**config.mk**
```make
export PLATFORM = sky130hd
export DESIGN_NAME = csae_top
export DESIGN_NICKNAME = d
export VERILOG_FILES = /design/src/rtl/csae_pkg.sv /design/src/rtl/csae_top.sv
export SDC_FILE = /design/constraint.sdc
export NUM_CORES = 1
export LEC_CHECK = 0
export ABC_AREA = 1
export BUFFER_PORTS_ARGS = -buffer_cell sky130_fd_sc_hd__buf_2
export CORE_ASPECT_RATIO = 0.7
export CORE_MARGIN = 1
export CORE_UTILIZATION = 53
export CTS_CLUSTER_SIZE = 20
export DETAILED_ROUTE_END_ITERATION = 10
export PLACE_DENSITY = 0.93
export SLEW_MARGIN = 20
export SYNTH_ARGS = -nofsm -noshare
export SYNTH_HDL_FRONTEND = slang
export SYNTH_SLANG_ARGS = --single-unit
```
**constraint.sdc**
```tcl
create_clock -name core_clk -period 3 [get_ports core_clk]
set_input_delay 0.3 -clock core_clk [delete_from_list [all_inputs] [get_ports core_clk]]
set_output_delay 0.3 -clock core_clk [all_outputs]
set_load 0.005 [all_outputs]
```
**src/rtl/csae_pkg.sv**
```systemverilog
/*
 * shared constants and carriers of the chip-select area enable block.
 * assumes one core clock; no software-reachable registers.
 */
package csae_pkg;
    localparam int CSAE_AREAS = 8;
    localparam int CSAE_AREA_W = 3;
    localparam logic [7:0] CSAE_EN_RST = 8'h01;
    // half period of the shared bus / dram clock, in core cycles
    localparam int CSAE_CLK_HALF = 2;

    typedef struct packed {
        logic valid;
        logic [CSAE_AREA_W-1:0] area;
    } csae_req_s;

    typedef struct packed {
        logic level;
        logic oe;
    } csae_clk_pin_s;
endpackage : csae_pkg

```
**src/rtl/csae_top.sv**
```systemverilog
/*
 * chip-select area enable logic: per-area operation enables, access
 * filtering and the shared bus / dram clock outputs.
 * assumes requests and configuration come from logic on core_clk.
 */
`timescale 1ns/1ns

module csae_top
    import csae_pkg::*;
#(
    parameter int CLK_HALF = CSAE_CLK_HALF
) (
    input wire logic core_clk,
    input wire logic rst,
    input wire logic en_wr,
    input wire logic [CSAE_AREAS-1:0] en_wdata,
    input wire csae_req_s acc_req,
    input wire logic dram_clock_output_enable,
    input wire logic bus_clock_output_pin,
    output logic [CSAE_AREAS-1:0] area_operation_enable,
    output logic [CSAE_AREAS-1:0] cs_strobe,
    output logic acc_ignored,
    output csae_clk_pin_s bus_clk_pin,
    output csae_clk_pin_s sync_dram_clock_out
);
    if (CLK_HALF < 1 || CLK_HALF > 255) begin : g_bad_half
        $error("CLK_HALF out of range");
    end

    function automatic logic [CSAE_AREAS-1:0] onehot(
        input logic [CSAE_AREA_W-1:0] a);
        onehot = 8'h01 << a;
    endfunction : onehot

    // enables and access filter
    logic [CSAE_AREAS-1:0] en_q, en_d, cs_q, cs_d;
    logic ign_q, ign_d;

    always_comb begin
        en_d = en_wr ? en_wdata : en_q;
        cs_d = 8'h00;
        ign_d = 1'b0;
        if (acc_req.valid) begin
            if (en_q[acc_req.area]) begin
                cs_d = onehot(acc_req.area);
            end else begin
                ign_d = 1'b1;
            end
        end
    end

    always_ff @(posedge core_clk or posedge rst) begin
        if (rst) begin
            en_q <= CSAE_EN_RST;
            cs_q <= 8'h00;
            ign_q <= 1'b0;
        end else begin
            en_q <= en_d;
            cs_q <= cs_d;
            ign_q <= ign_d;
        end
    end

    assign area_operation_enable = en_q;
    assign cs_strobe = cs_q;
    assign acc_ignored = ign_q;

    // one divider feeds both clock pins so they cannot drift apart
    logic [7:0] div_q, div_d;
    logic tgl_q, tgl_d;
    csae_clk_pin_s bclk_q, bclk_d, sync_dram_clock_out_q, sync_dram_clock_out_d;

    always_comb begin
        div_d = div_q + 8'h01;
        tgl_d = tgl_q;
        if (div_q == 8'(CLK_HALF - 1)) begin
            div_d = 8'h00;
            tgl_d = ~tgl_q;
        end
        bclk_d.oe = bus_clock_output_pin;
        bclk_d.level = tgl_d & bus_clock_output_pin;
        // cleared enable parks the pin low and releases it
        sync_dram_clock_out_d.oe = dram_clock_output_enable;
        sync_dram_clock_out_d.level = tgl_d & dram_clock_output_enable;
    end

    always_ff @(posedge core_clk or posedge rst) begin
        if (rst) begin
            div_q <= 8'h00;
            tgl_q <= 1'b0;
            bclk_q <= '0;
            sync_dram_clock_out_q <= '0;
        end else begin
            div_q <= div_d;
            tgl_q <= tgl_d;
            bclk_q <= bclk_d;
            sync_dram_clock_out_q <= sync_dram_clock_out_d;
        end
    end

    assign bus_clk_pin = bclk_q;
    assign sync_dram_clock_out = sync_dram_clock_out_q;

    // cycles since the shared toggle last flipped; reset loads all ones, which
    // wrap to zero on the first clock, so the first half period counts in full
    logic [7:0] hp_q, hp_d;
    logic tgl_seen_q, tgl_seen_d;

    always_comb begin
        tgl_seen_d = tgl_q;
        hp_d = hp_q + 8'h01;
        if (tgl_q != tgl_seen_q) begin
            hp_d = 8'h00;
        end
    end

    always_ff @(posedge core_clk or posedge rst) begin
        if (rst) begin
            hp_q <= 8'hFF;
            tgl_seen_q <= 1'b0;
        end else begin
            hp_q <= hp_d;
            tgl_seen_q <= tgl_seen_d;
        end
    end
endmodule : csae_top

```
# [Yosys cells after proc, flatten, opt, wreduce, memory -nomap -nowiden]
# Cells that the tools add are included.
[op_classes] bitwise_logic=3 shift=1 n_eq_ne=1 order_cmp=1 n_addsub=1 muxes=8
[ops] operator="$mux 8" n=3
[ops] operator="$add 8x1->8 const B" n=1
[ops] operator="$eq 8x1->1 const B" n=1
[ops] operator="$shl 1x3->8 const A" n=1
[ops] operator="$lt 3x4->1 const B" n=1
[ops] operator="$mux 1" n=4
[ops] operator="$bmux 1 s3" n=1
[ops] operator="$and 1x1->1" n=2
[ops] operator="$not 1->1" n=1
[word_totals] wordCells=24 regBits=30

# [Logic depth before layout (Yosys ltp)]
# Gate-level depths: netlist of run 1.
[depth] depth_word=4 mapped_depth=9

# [Worst setup path before layout of run 1]
# No wires, ideal clock.
[synth_timing] path_kind="register to register" from="register div_q[1]" to="register bclk_q (netlist bit bus_clk_pin[1])" slack_ns=1.944 synth_period_minus_slack_ns=1.056 t_required_ns=2.884 path_stages_with_launch=7 setup_time_ns=0.116 arrival_ns=0.940 cell_sequence="dfrtp_1 -> inv_1 -> ha_1 -> nor3b_1 -> nand4_1 -> nand2_1 -> nor2_1"
[synth_rtl] item="from (decl)" line_no="csae_top.sv:69" rtl="logic [7:0] div_q, div_d;"
[synth_rtl] item="from (signal assigned)" line_no="csae_top.sv:94" rtl="div_q <= div_d;"
[synth_rtl] item="to (signal assigned)" line_no="csae_top.sv:96" rtl="bclk_q <= bclk_d;"
[synth_rtl] item="to (decl)" line_no="csae_top.sv:71" rtl="csae_clk_pin_s bclk_q, bclk_d, sync_dram_clock_out_q, sync_dram_clock_out_d;"

# [Final worst setup path of run 1]
[layout_timing] from="register en_q[0], in the netlist area_operation_enable[0]" to="output port area_operation_enable[0]"
[layout_rtl] item="from (decl)" line_no="csae_top.sv:36" rtl="logic [CSAE_AREAS-1:0] en_q, en_d, cs_q, cs_d;"
[layout_rtl] item="from (signal assigned)" line_no="csae_top.sv:58" rtl="en_q <= en_d;"
[layout_rtl] item="to (decl)" line_no="csae_top.sv:20" rtl="output logic [CSAE_AREAS-1:0] area_operation_enable,"
# No word-level cell between the ends.

==> results of run 1 <==
## layer usage
layer,track usage (%),wire (um)
met1,26.8,1020
met2,33.1,1160
met3,7.41,99
met4,12.6,65
met5,0,0
## synth_stat cells
master | instances | share of area (%)
buf_6 | 1 | 0.91
dfrtp_1 | 29 | 59
nand4_1 | 2 | 1.0
o21ai_0 | 2 | 0.81
xor2_1 | 2 | 1.4
nor2_1 | 19 | 5.8
nor3b_1 | 1 | 0.61
nor2_2 | 6 | 3.0
nand3_1 | 9 | 3.6
nand2_2 | 1 | 0.51
mux2_2 | 8 | 7.3
ha_1 | 2 | 2.0
buf_2 | 1 | 0.40
dfstp_2 | 1 | 2.1
inv_1 | 13 | 3.9
nand2_1 | 20 | 6.1
nor3_1 | 2 | 0.81
inv_2 | 3 | 0.91
## area by class of cell
type | instances | area (sq um)
sequential | 30 | 752
fill | 193 | 678
multi-input combinational | 74 | 408
timing repair buffer | 37 | 185
inverter | 16 | 60.1
clock buffer | 8 | 48.8
tap | 32 | 40.0
## flip-flops by register name, indices dropped and copies added, names as in the netlist
name                   count
area_operation_enable      8
div_q                      8
acc_ignored                1
sync_dram_clock_out        2
cs_strobe                  8
tgl_q                      1
bus_clk_pin                2
## logic make-up (layout without fill, tap and decap cells)
| kind of cell | count (synthesis) | after routing | share of synthesized area, % |
|---|---|---|---|
| mux | 8 | 8 | 7.29 |
| xor+xnor | 2 | 2 | 1.42 |
| flops | 30 | 30 | 60.8 |
| compound gates | 2 | 2 | 0.810 |
| simple gates | 60 | 60 | 21.5 |
| buf+inv | 18 | 61 | 6.17 |
| fa+ha+maj | 2 | 2 | 2.02 |
## power by group through the flow
stage	sequential [mW]	combinational, mW	clock (mW)
floorplan	0.439	0.0407	0
global placement	0.438	0.0722	0
detailed placement	0.440	0.0767	0
CTS	0.431	0.0769	0.223
global route	0.433	0.0852	0.237
finish	0.432	0.0762	0.216
## worst max path at each step
stage	from	endpoint
after detailed placement	rst	cs_strobe[6]$_DFF_PP0_
after CTS	area_operation_enable[0]$_DFFE_PP1P_	area_operation_enable[0]
after global routing	area_operation_enable[0]$_DFFE_PP1P_	area_operation_enable[0]
after floorplan	div_q[1]$_DFF_PP0_	bus_clk_pin[1]$_DFF_PP0_
after global placement	rst	cs_strobe[7]$_DFF_PP0_
final	area_operation_enable[0]$_DFFE_PP1P_	area_operation_enable[0]
## per-stage QoR
step	cell area (sq um)	utilization (%)	setup slack, ps	total power, mW
after global placement	1450	66.5	1770	0.510
after global routing	1490	68.8	1700	0.755
final	1490	68.8	1720	0.724
after floorplan	1240	-	1940	0.479
after detailed placement	1450	66.5	1700	0.516
after CTS	1490	68.8	1710	0.731
==> flow_summary_export.csv, run 1 <==
group,metric,value,unit
pwr,switching_power,0.176,mW
critical_path,worstReg2RegEnd,"bus_clk_pin[1]$_DFF_PP0_",
critical_path,cp.required,2700,ps
job,drv_cap,0,
route,first_pass_iters,4,
timing,slew_headroom,60.6,%
yosys,synth_area,1240,sq um
clock_tree,ctsHoldBuffers,0,
critical_path,critPathSlowestCell,"dfstp_2",
yosys,syn_nets,141,
timing,fin_skew,6.49,ps
floorplanning,die-area,2530,sq um
clock_tree,cts-root-buf,"clkbuf_4",
floorplanning,die_w,59.7,um
yosys,synth_seq_cells,30,
layout,mostFrequentLayoutCells,"buf_2, dfrtp_1, nand2_1",
critical_path,cp_num_buf_inv,1,
route,final_antenna_net_count,0,
pwr,p_comb_share,10.5,%
yosys,synth-seq-area-share,60.8,%
route,avgViaCountPerCell,4.87,
min_path,min_path_type,"in2async",
layout,final_nets,183,
timing,fmax,780,MHz
route,drcViolationCount,0,
critical_path,worstPathArrival,980,ps
global_route,grt_util_all_layers,21.7,%
route,vias,959,
floorplanning,io_pins,38,
floorplanning,rows,14,
clock_tree,cts_buffer_depth,2,
layout,area_growth,20.8,%
layout,layout-drive-gt1-share,37.6,%
clock_tree,numCtsBuffers,5,
clock_tree,cts_setup_buffers,0,
critical_path,critPathKind,"reg2out",
yosys,ys_warn_count,0,
critical_path,r2r_start,"div_q[1]$_DFF_PP0_",
critical_path,critPathCaptureType,"primary output",
critical_path,rr_worst_depth,6,
critical_path,slowest_delay,550,ps
critical_path,cp_num_cells,1,
floorplanning,die_h,42.4,um
clock_tree,cts_max_level,2,
place,place_hpwl,1790,um
timing,drv_slew,0,
timing,rsz0062_at_grt,"no",
critical_path,rrSetupSlack,1840,ps
layout,final_common_cell,"buf_2",
critical_path,crit_family,"flip-flops",
status,outcome,"finished clean",
timing,tightest_slew,590,ps
clock_tree,clock_latency,320,ps
pwr,powerDensity,485,nW/um^2
yosys,synthDistinctLibCells,18,
yosys,synthCells,122,
place,gp_congestion,0.856,
global_route,grt_pass1_vias,898,
critical_path,critPathMaxFanout,3,
route,wire_per_inst,11.9,um
timing,tns,0,ps
critical_path,critical_path.cell_chain,"buf_2",
yosys,synth_area_per_cell,10.1,sq um
clock_tree,cts.clk_slew.worst_paths,90,ps
layout,antenna_cells,0,
timing,period_minus_slack,1280,ps
timing,hold_violations,0,
timing,finalSetupViolCount,0,
layout,fin_cells,197,
clock_tree,numClockSinks,30,
pwr,seq_power_share,59.6,%
timing,fin_crit_sh,42.7,%
clock_tree,tritoncts,"yes",
clock_tree,cts_resized,0,
pwr,intPower,0.549,mW
global_route,antenna_found_initial,0,
route,drtIter0Drc,12,
pwr,p_leak,0.821,nW
floorplanning,start_util,56.9,%
floorplanning,coreArea,2170,sq um
timing,holdWs,27.5,ps
pwr,ir_worst_vdd,0.467,mV
pwr,p_sw_share,24.3,%
route,drt-total-wl,2340,um
place,dpl.cell_count,189,
critical_path,startpoint_type,"flop",
global_route,grt_pass1_wl,3830,um
global_route,overflow,0,
pwr,p_clk_share,29.9,%
global_route,grt_max_degree,31,
place,port_buffers,37,
Power figures use the tool's default switching activity.
==> run 2, diff against run 1 <==
Settings changed: CORE_UTILIZATION 53 to 44, PLACE_DENSITY 0.93 to 0.84.
Clock period 3 ns to 1.1 ns, I/O delays scaled along.
==> run 2 against run 1 <==
The run now ends with negative setup slack left. First-iteration DRC count rose to 8.2 times the previous value. Die area up 20%. Sequential power rose to 2.7 times the previous value. Clock power rose to 4.0 times the previous value. Cell area up 11%. Clock skew up 0.89 ps. Hold slack better by 36 ps. Critical path type is now reg2reg.
==> flow_summary_export.csv, run 2 (synthesis results as in run 1) <==
group,metric,value,unit
route,avgViaCountPerCell,4.64,
clock_tree,cts_max_level,2,
timing,finalSetupViolCount,4,
pwr,p_leak,0.907,nW
route,wire_per_inst,11.8,um
route,drcViolationCount,0,
place,dpl.cell_count,193,
clock_tree,cts.clk_slew.worst_paths,60,ps
layout,final_common_cell,"buf_2",
route,drt-total-wl,2430,um
timing,fmax,888,MHz
job,drv_cap,0,
layout,fillerInstances,217,
critical_path,critPathMaxFanout,4,
timing,fin_skew,7.38,ps
place,place_hpwl,1770,um
layout,final_core_util,64.8,%
timing,tns,-83.5,ps
timing,period_minus_slack,1130,ps
layout,multi_input_area,459,sq um
pwr,ir_worst_vdd,0.751,mV
layout,final_nets,190,
timing,tightest_slew,359,ps
critical_path,startpoint_type,"flop",
timing,holdWs,63.8,ps
timing,hold_violations,0,
route,vias,955,
critical_path,critPathKind,"reg2reg",
floorplanning,rows,15,
min_path,min_path_type,"in2reg",
floorplanning,io_pins,38,
global_route,grt_max_degree,31,
route,first_pass_iters,4,
critical_path,worstPathArrival,1300,ps
route,final_antenna_net_count,0,
layout,antenna_cells,0,
critical_path,cp.required,1270,ps
timing,fin_crit_sh,102,%
timing,slew_headroom,76.1,%
clock_tree,clock_latency,280,ps
layout,area.sequential,756,sq um
clock_tree,numCtsBuffers,5,
global_route,antenna_found_initial,0,
floorplanning,coreArea,2550,sq um
critical_path,critPathCaptureType,"flop",
place,port_buffers,37,
layout,fin_cells,206,
clock_tree,cts-root-buf,"clkbuf_8",
layout,mostFrequentLayoutCells,"buf_2, dfrtp_1, nand2_1",
floorplanning,start_util,48.4,%
status,outcome,"finished, violations left",
timing,finalWorstSetupSlack,-25.7,ps
status,failed_checks,"negative setup slack",
clock_tree,cts_buffer_depth,2,
layout,layout-drive-gt1-share,45.3,%
timing,rsz0062_at_grt,"yes",
pwr,powerDensity,1370,nW/um^2
global_route,grt_pass1_wl,3810,um
clock_tree,numClockSinks,30,
pwr,p_total,2.26,mW
floorplanning,die-area,3030,sq um
global_route,grt_pass1_vias,864,
global_route,grt_util_all_layers,18.4,%
timing,drv_slew,0,
global_route,overflow,0,
route,drtIter0Drc,98,
clock_tree,tritoncts,"yes",
floorplanning,die_w,65.4,um
layout,area_growth,33.7,%
floorplanning,die_h,46.3,um
place,gp_congestion,0.752,
[run 2: critical path, cell delays in order, from the launching register on]
cell,delay [ps]
dfrtp_2,410
ha_2,200
nor3b_2,150
nand4_1,110
nand2_2,110
nor2_1,40
[run 2: path summary, 6_finish.rpt]
path | from | endpoint | slack, ps | cells past startpoint
max | div_q[0]$_DFF_PP0_ | bus_clk_pin[1]$_DFF_PP0_ | -30 | 5
min | en_wdata[7] | area_operation_enable[7]$_DFFE_PP0P_ | 60 | 2
max reg2reg | div_q[0]$_DFF_PP0_ | bus_clk_pin[1]$_DFF_PP0_ | -30 | 5
min reg2reg | area_operation_enable[3]$_DFFE_PP0P_ | area_operation_enable[3]$_DFFE_PP0P_ | 540 | 1
max in group asynchronous | rst | area_operation_enable[0]$_DFFE_PP1P_ | 340 | 4
min in group asynchronous | rst | cs_strobe[6]$_DFF_PP0_ | 440 | 4
[run 2: area by class of cell]
| type | instances | share of cell area, % |
|---|---|---|
| well taps | 34 | 2.57 |
| multi-input cells | 74 | 27.8 |
| clock buffers | 8 | 5.45 |
| repair buffers | 44 | 14.8 |
| inverters | 16 | 3.63 |
| flip-flops and latches | 30 | 45.7 |
[run 2: timing repair]
| action | in CTS | in global routing |
|---|---|---|
| pin swaps | 0 | 5 |
| hold buffers | 3 | 0 |
| setup endpoints to repair | 6 | 11 |
| setup buffers | 0 | 2 |
| gates resized for setup | 4 | 12 |
| cloned | 0 | 0 |
| endpoints found under the hold margin | 31 | 0 |
[run 2: layer usage]
metal  GRT usage [%]  vias up  routed length [um]
met3            6.68        2                 140
met4            13.0        0                  32
met1            22.2      447                1040
met2            28.0       31                1220
met5               0        -                   0
li1                -      475                   -
[run 2: power breakdown]
group	internal, mW	switching [mW]	total, mW
sequential	1.15	0.0281	1.18
clock	0.508	0.364	0.873
combinational	0.104	0.110	0.214
[run 2: through the flow]
step | instance area (sq um) | setup WS (ps)
final | 1650 | -25.7
after global routing | 1650 | -125
after CTS | 1600 | -44.2
after detailed placement | 1460 | -62.6
after global placement | 1460 | 12.4
after floorplan | 1240 | 43.8
==> run 3, diff against run 2 <==
Settings changed: ABC_AREA 1 to default, CAP_MARGIN from default to 0.
==> run 3 against run 2 <==
The flow still finishes with violations (negative setup slack). Synthesized cell count is 25% lower. Core utilization is 0.098 points higher. Clock skew is 3.5 ps lower. Area after synthesis is 1.0% lower. Maximum frequency is 25% lower.
==> flow_summary_export.csv, run 3 <==
group,metric,value,unit
status,outcome,"finished, violations left",
status,failed_checks,"negative setup slack",
layout,final_core_util,64.9,%
clock_tree,numCtsBuffers,5,
timing,fin_crit_sh,137,%
timing,drv_slew,0,
yosys,synth_seq_cells,30,
route,wire_per_inst,13.8,um
pwr,powerDensity,1370,nW/um^2
yosys,synth_area,1220,sq um
yosys,synthCells,92,
floorplanning,start_util,47.9,%
global_route,antenna_found_initial,0,
yosys,synthXorXnorAreaFrac,4.29,%
yosys,synth_area_leader_cell,"dfrtp_1",
route,drtIter0Drc,25,
critical_path,rrSetupSlack,-410,ps
timing,period_minus_slack,1510,ps
route,drt-total-wl,2520,um
layout,mostFrequentLayoutCells,"buf_2, dfrtp_1, buf_4",
place,gp_congestion,0.887,
clock_tree,clock_latency,280,ps
critical_path,cp.required,1300,ps
global_route,grt_pass1_wl,4110,um
floorplanning,coreArea,2550,sq um
place,port_buffers,37,
route,first_pass_iters,4,
yosys,synth-edff-count,0,
timing,fin_skew,3.84,ps
place,dpl.cell_count,169,
yosys,synthSimpleGateAreaFrac,15.6,%
timing,fmax,663,MHz
global_route,grt_max_degree,31,
pwr,ir_worst_vdd,0.897,mV
yosys,synth_top_family_by_area,"simple AND/OR/NAND/NOR gates",
floorplanning,die_w,65.0,um
clock_tree,cts_max_level,2,
pwr,p_leak,0.886,nW
yosys,yosysMostFrequentCell,"dfrtp_1",
timing,hold_violations,0,
clock_tree,numClockSinks,30,
yosys,yosys-top-cells-count,"dfrtp_1, mux2_2, and3_1, mux2i_1",
yosys,synth-compound-area-share,2.25,%
yosys,ys_warn_count,0,
min_path,min_path_type,"in2reg",
timing,finalWorstSetupSlack,-409,ps
route,final_antenna_net_count,0,
floorplanning,rows,15,
critical_path,startpoint_type,"flop",
global_route,grt_pass1_vias,901,
route,vias,900,
floorplanning,io_pins,38,
yosys,synth.area.top_cells,"dfrtp_1, mux2_2, mux2i_1",
critical_path,critPathKind,"reg2reg",
clock_tree,cts-root-buf,"clkbuf_8",
job,drv_cap,0,
layout,area_growth,35.3,%
route,avgViaCountPerCell,4.95,
floorplanning,die-area,3000,sq um
global_route,grt_util_all_layers,20.1,%
clock_tree,tritoncts,"yes",
layout,fin_cells,182,
layout,fillerInstances,219,
critical_path,critPathMaxFanout,5,
yosys,synthAdderAreaFrac,2.04,%
yosys,synthArstFlopShare,100,%
timing,rsz0062_at_grt,"yes",
timing,tightest_slew,364,ps
yosys,synth_area_per_cell,13.3,sq um
critical_path,critPathCaptureType,"flop",
place,place_hpwl,1800,um
timing,finalSetupViolCount,8,
layout,final_common_cell,"buf_2",
yosys,synth-seq-area-share,61.5,%
floorplanning,die_h,46.1,um
clock_tree,cts_buffer_depth,2,
layout,antenna_cells,0,
yosys,synth.area.mux_share,13.1,%
yosys,syn_nets,111,
yosys,synthDistinctLibCells,24,
layout,final_nets,166,
timing,slew_headroom,75.7,%
yosys,synth_top_area_share,59.3,%
pwr,p_total,2.27,mW
route,drcViolationCount,0,
yosys,synth_ff_type,"dfrtp_1",
critical_path,worstPathArrival,1710,ps
clock_tree,cts.clk_slew.worst_paths,60,ps
layout,layout-drive-gt1-share,45.9,%
global_route,overflow,0,
==> run 3: logic make-up (layout without fill, tap and decap cells) <==
kind of cell / Yosys count / count (layout)
buf+inv: 4 / 60
simple gates: 31 / 31
fa+ha+maj: 2 / 2
mux: 15 / 15
compound gates: 4 / 4
xor+xnor: 6 / 6
flops: 30 / 30
==> run 3: critical path, stage by stage (launching register included) <==
cell and delay [ps]:
dfrtp_1 380, or4_4 550, nor3_4 260, mux2i_1 240
==> run 3: metrics by stage <==
stage                     area, sq um  hold slack [ps]  setup TNS (ps)  setup slack (ps)
after floorplan                  1220              141           -1720              -345
after global routing             1660             46.0           -2760              -507
after CTS                        1640             48.1           -2180              -417
final                            1660             59.4           -2260              -409
after detailed placement         1500              195           -2010              -422
after global placement           1500              184           -1670              -345
==> run 3: final cells by class <==
type / instances / area, sq um / share of cell area, %
inverter: 2 / 7.51 / 0.454
clock inverter: 1 / 5.00 / 0.302
tap: 34 / 42.5 / 2.57
timing repair buffer: 50 / 290 / 17.5
multi-input combinational: 58 / 472 / 28.5
clock buffer: 7 / 86.3 / 5.22
sequential: 30 / 752 / 45.4
==> run 3: path summary, 6_finish.rpt <==
path | from | cells past startpoint | end
max in group asynchronous | rst | 4 | area_operation_enable[0]$_DFFE_PP1P_
max | div_q[3]$_DFF_PP0_ | 3 | bus_clk_pin[1]$_DFF_PP0_
min reg2reg | tgl_q$_DFF_PP0_ | 1 | tgl_q$_DFF_PP0_
min | acc_req[1] | 2 | cs_strobe[1]$_DFF_PP0_
min in group asynchronous | rst | 4 | bus_clk_pin[0]$_DFF_PP0_
max reg2reg | div_q[3]$_DFF_PP0_ | 3 | bus_clk_pin[1]$_DFF_PP0_
==> run 3: repair_timing <==
item,in CTS,in global routing
buffers inserted,2,0
setup endpoints to repair,8,10
hold buffers,3,0
pin swaps,2,0
gates resized for setup,0,3
hold endpoints to repair,31,0
==> run 3: report_power, final <==
group | total (mW) | switching (mW) | internal [mW]
combinational | 0.201 | 0.0921 | 0.109
clock | 0.881 | 0.379 | 0.503
sequential | 1.19 | 0.0379 | 1.15
==> run 3: metal layers <==
layer  part of all wire, %  GRT usage [%]  up-vias
met3                   6.7           8.42        6
li1                      -              -      425
met5                     0              0        -
met4                   1.2           8.70        0
met1                    44           22.4      433
met2                    48           34.6       36
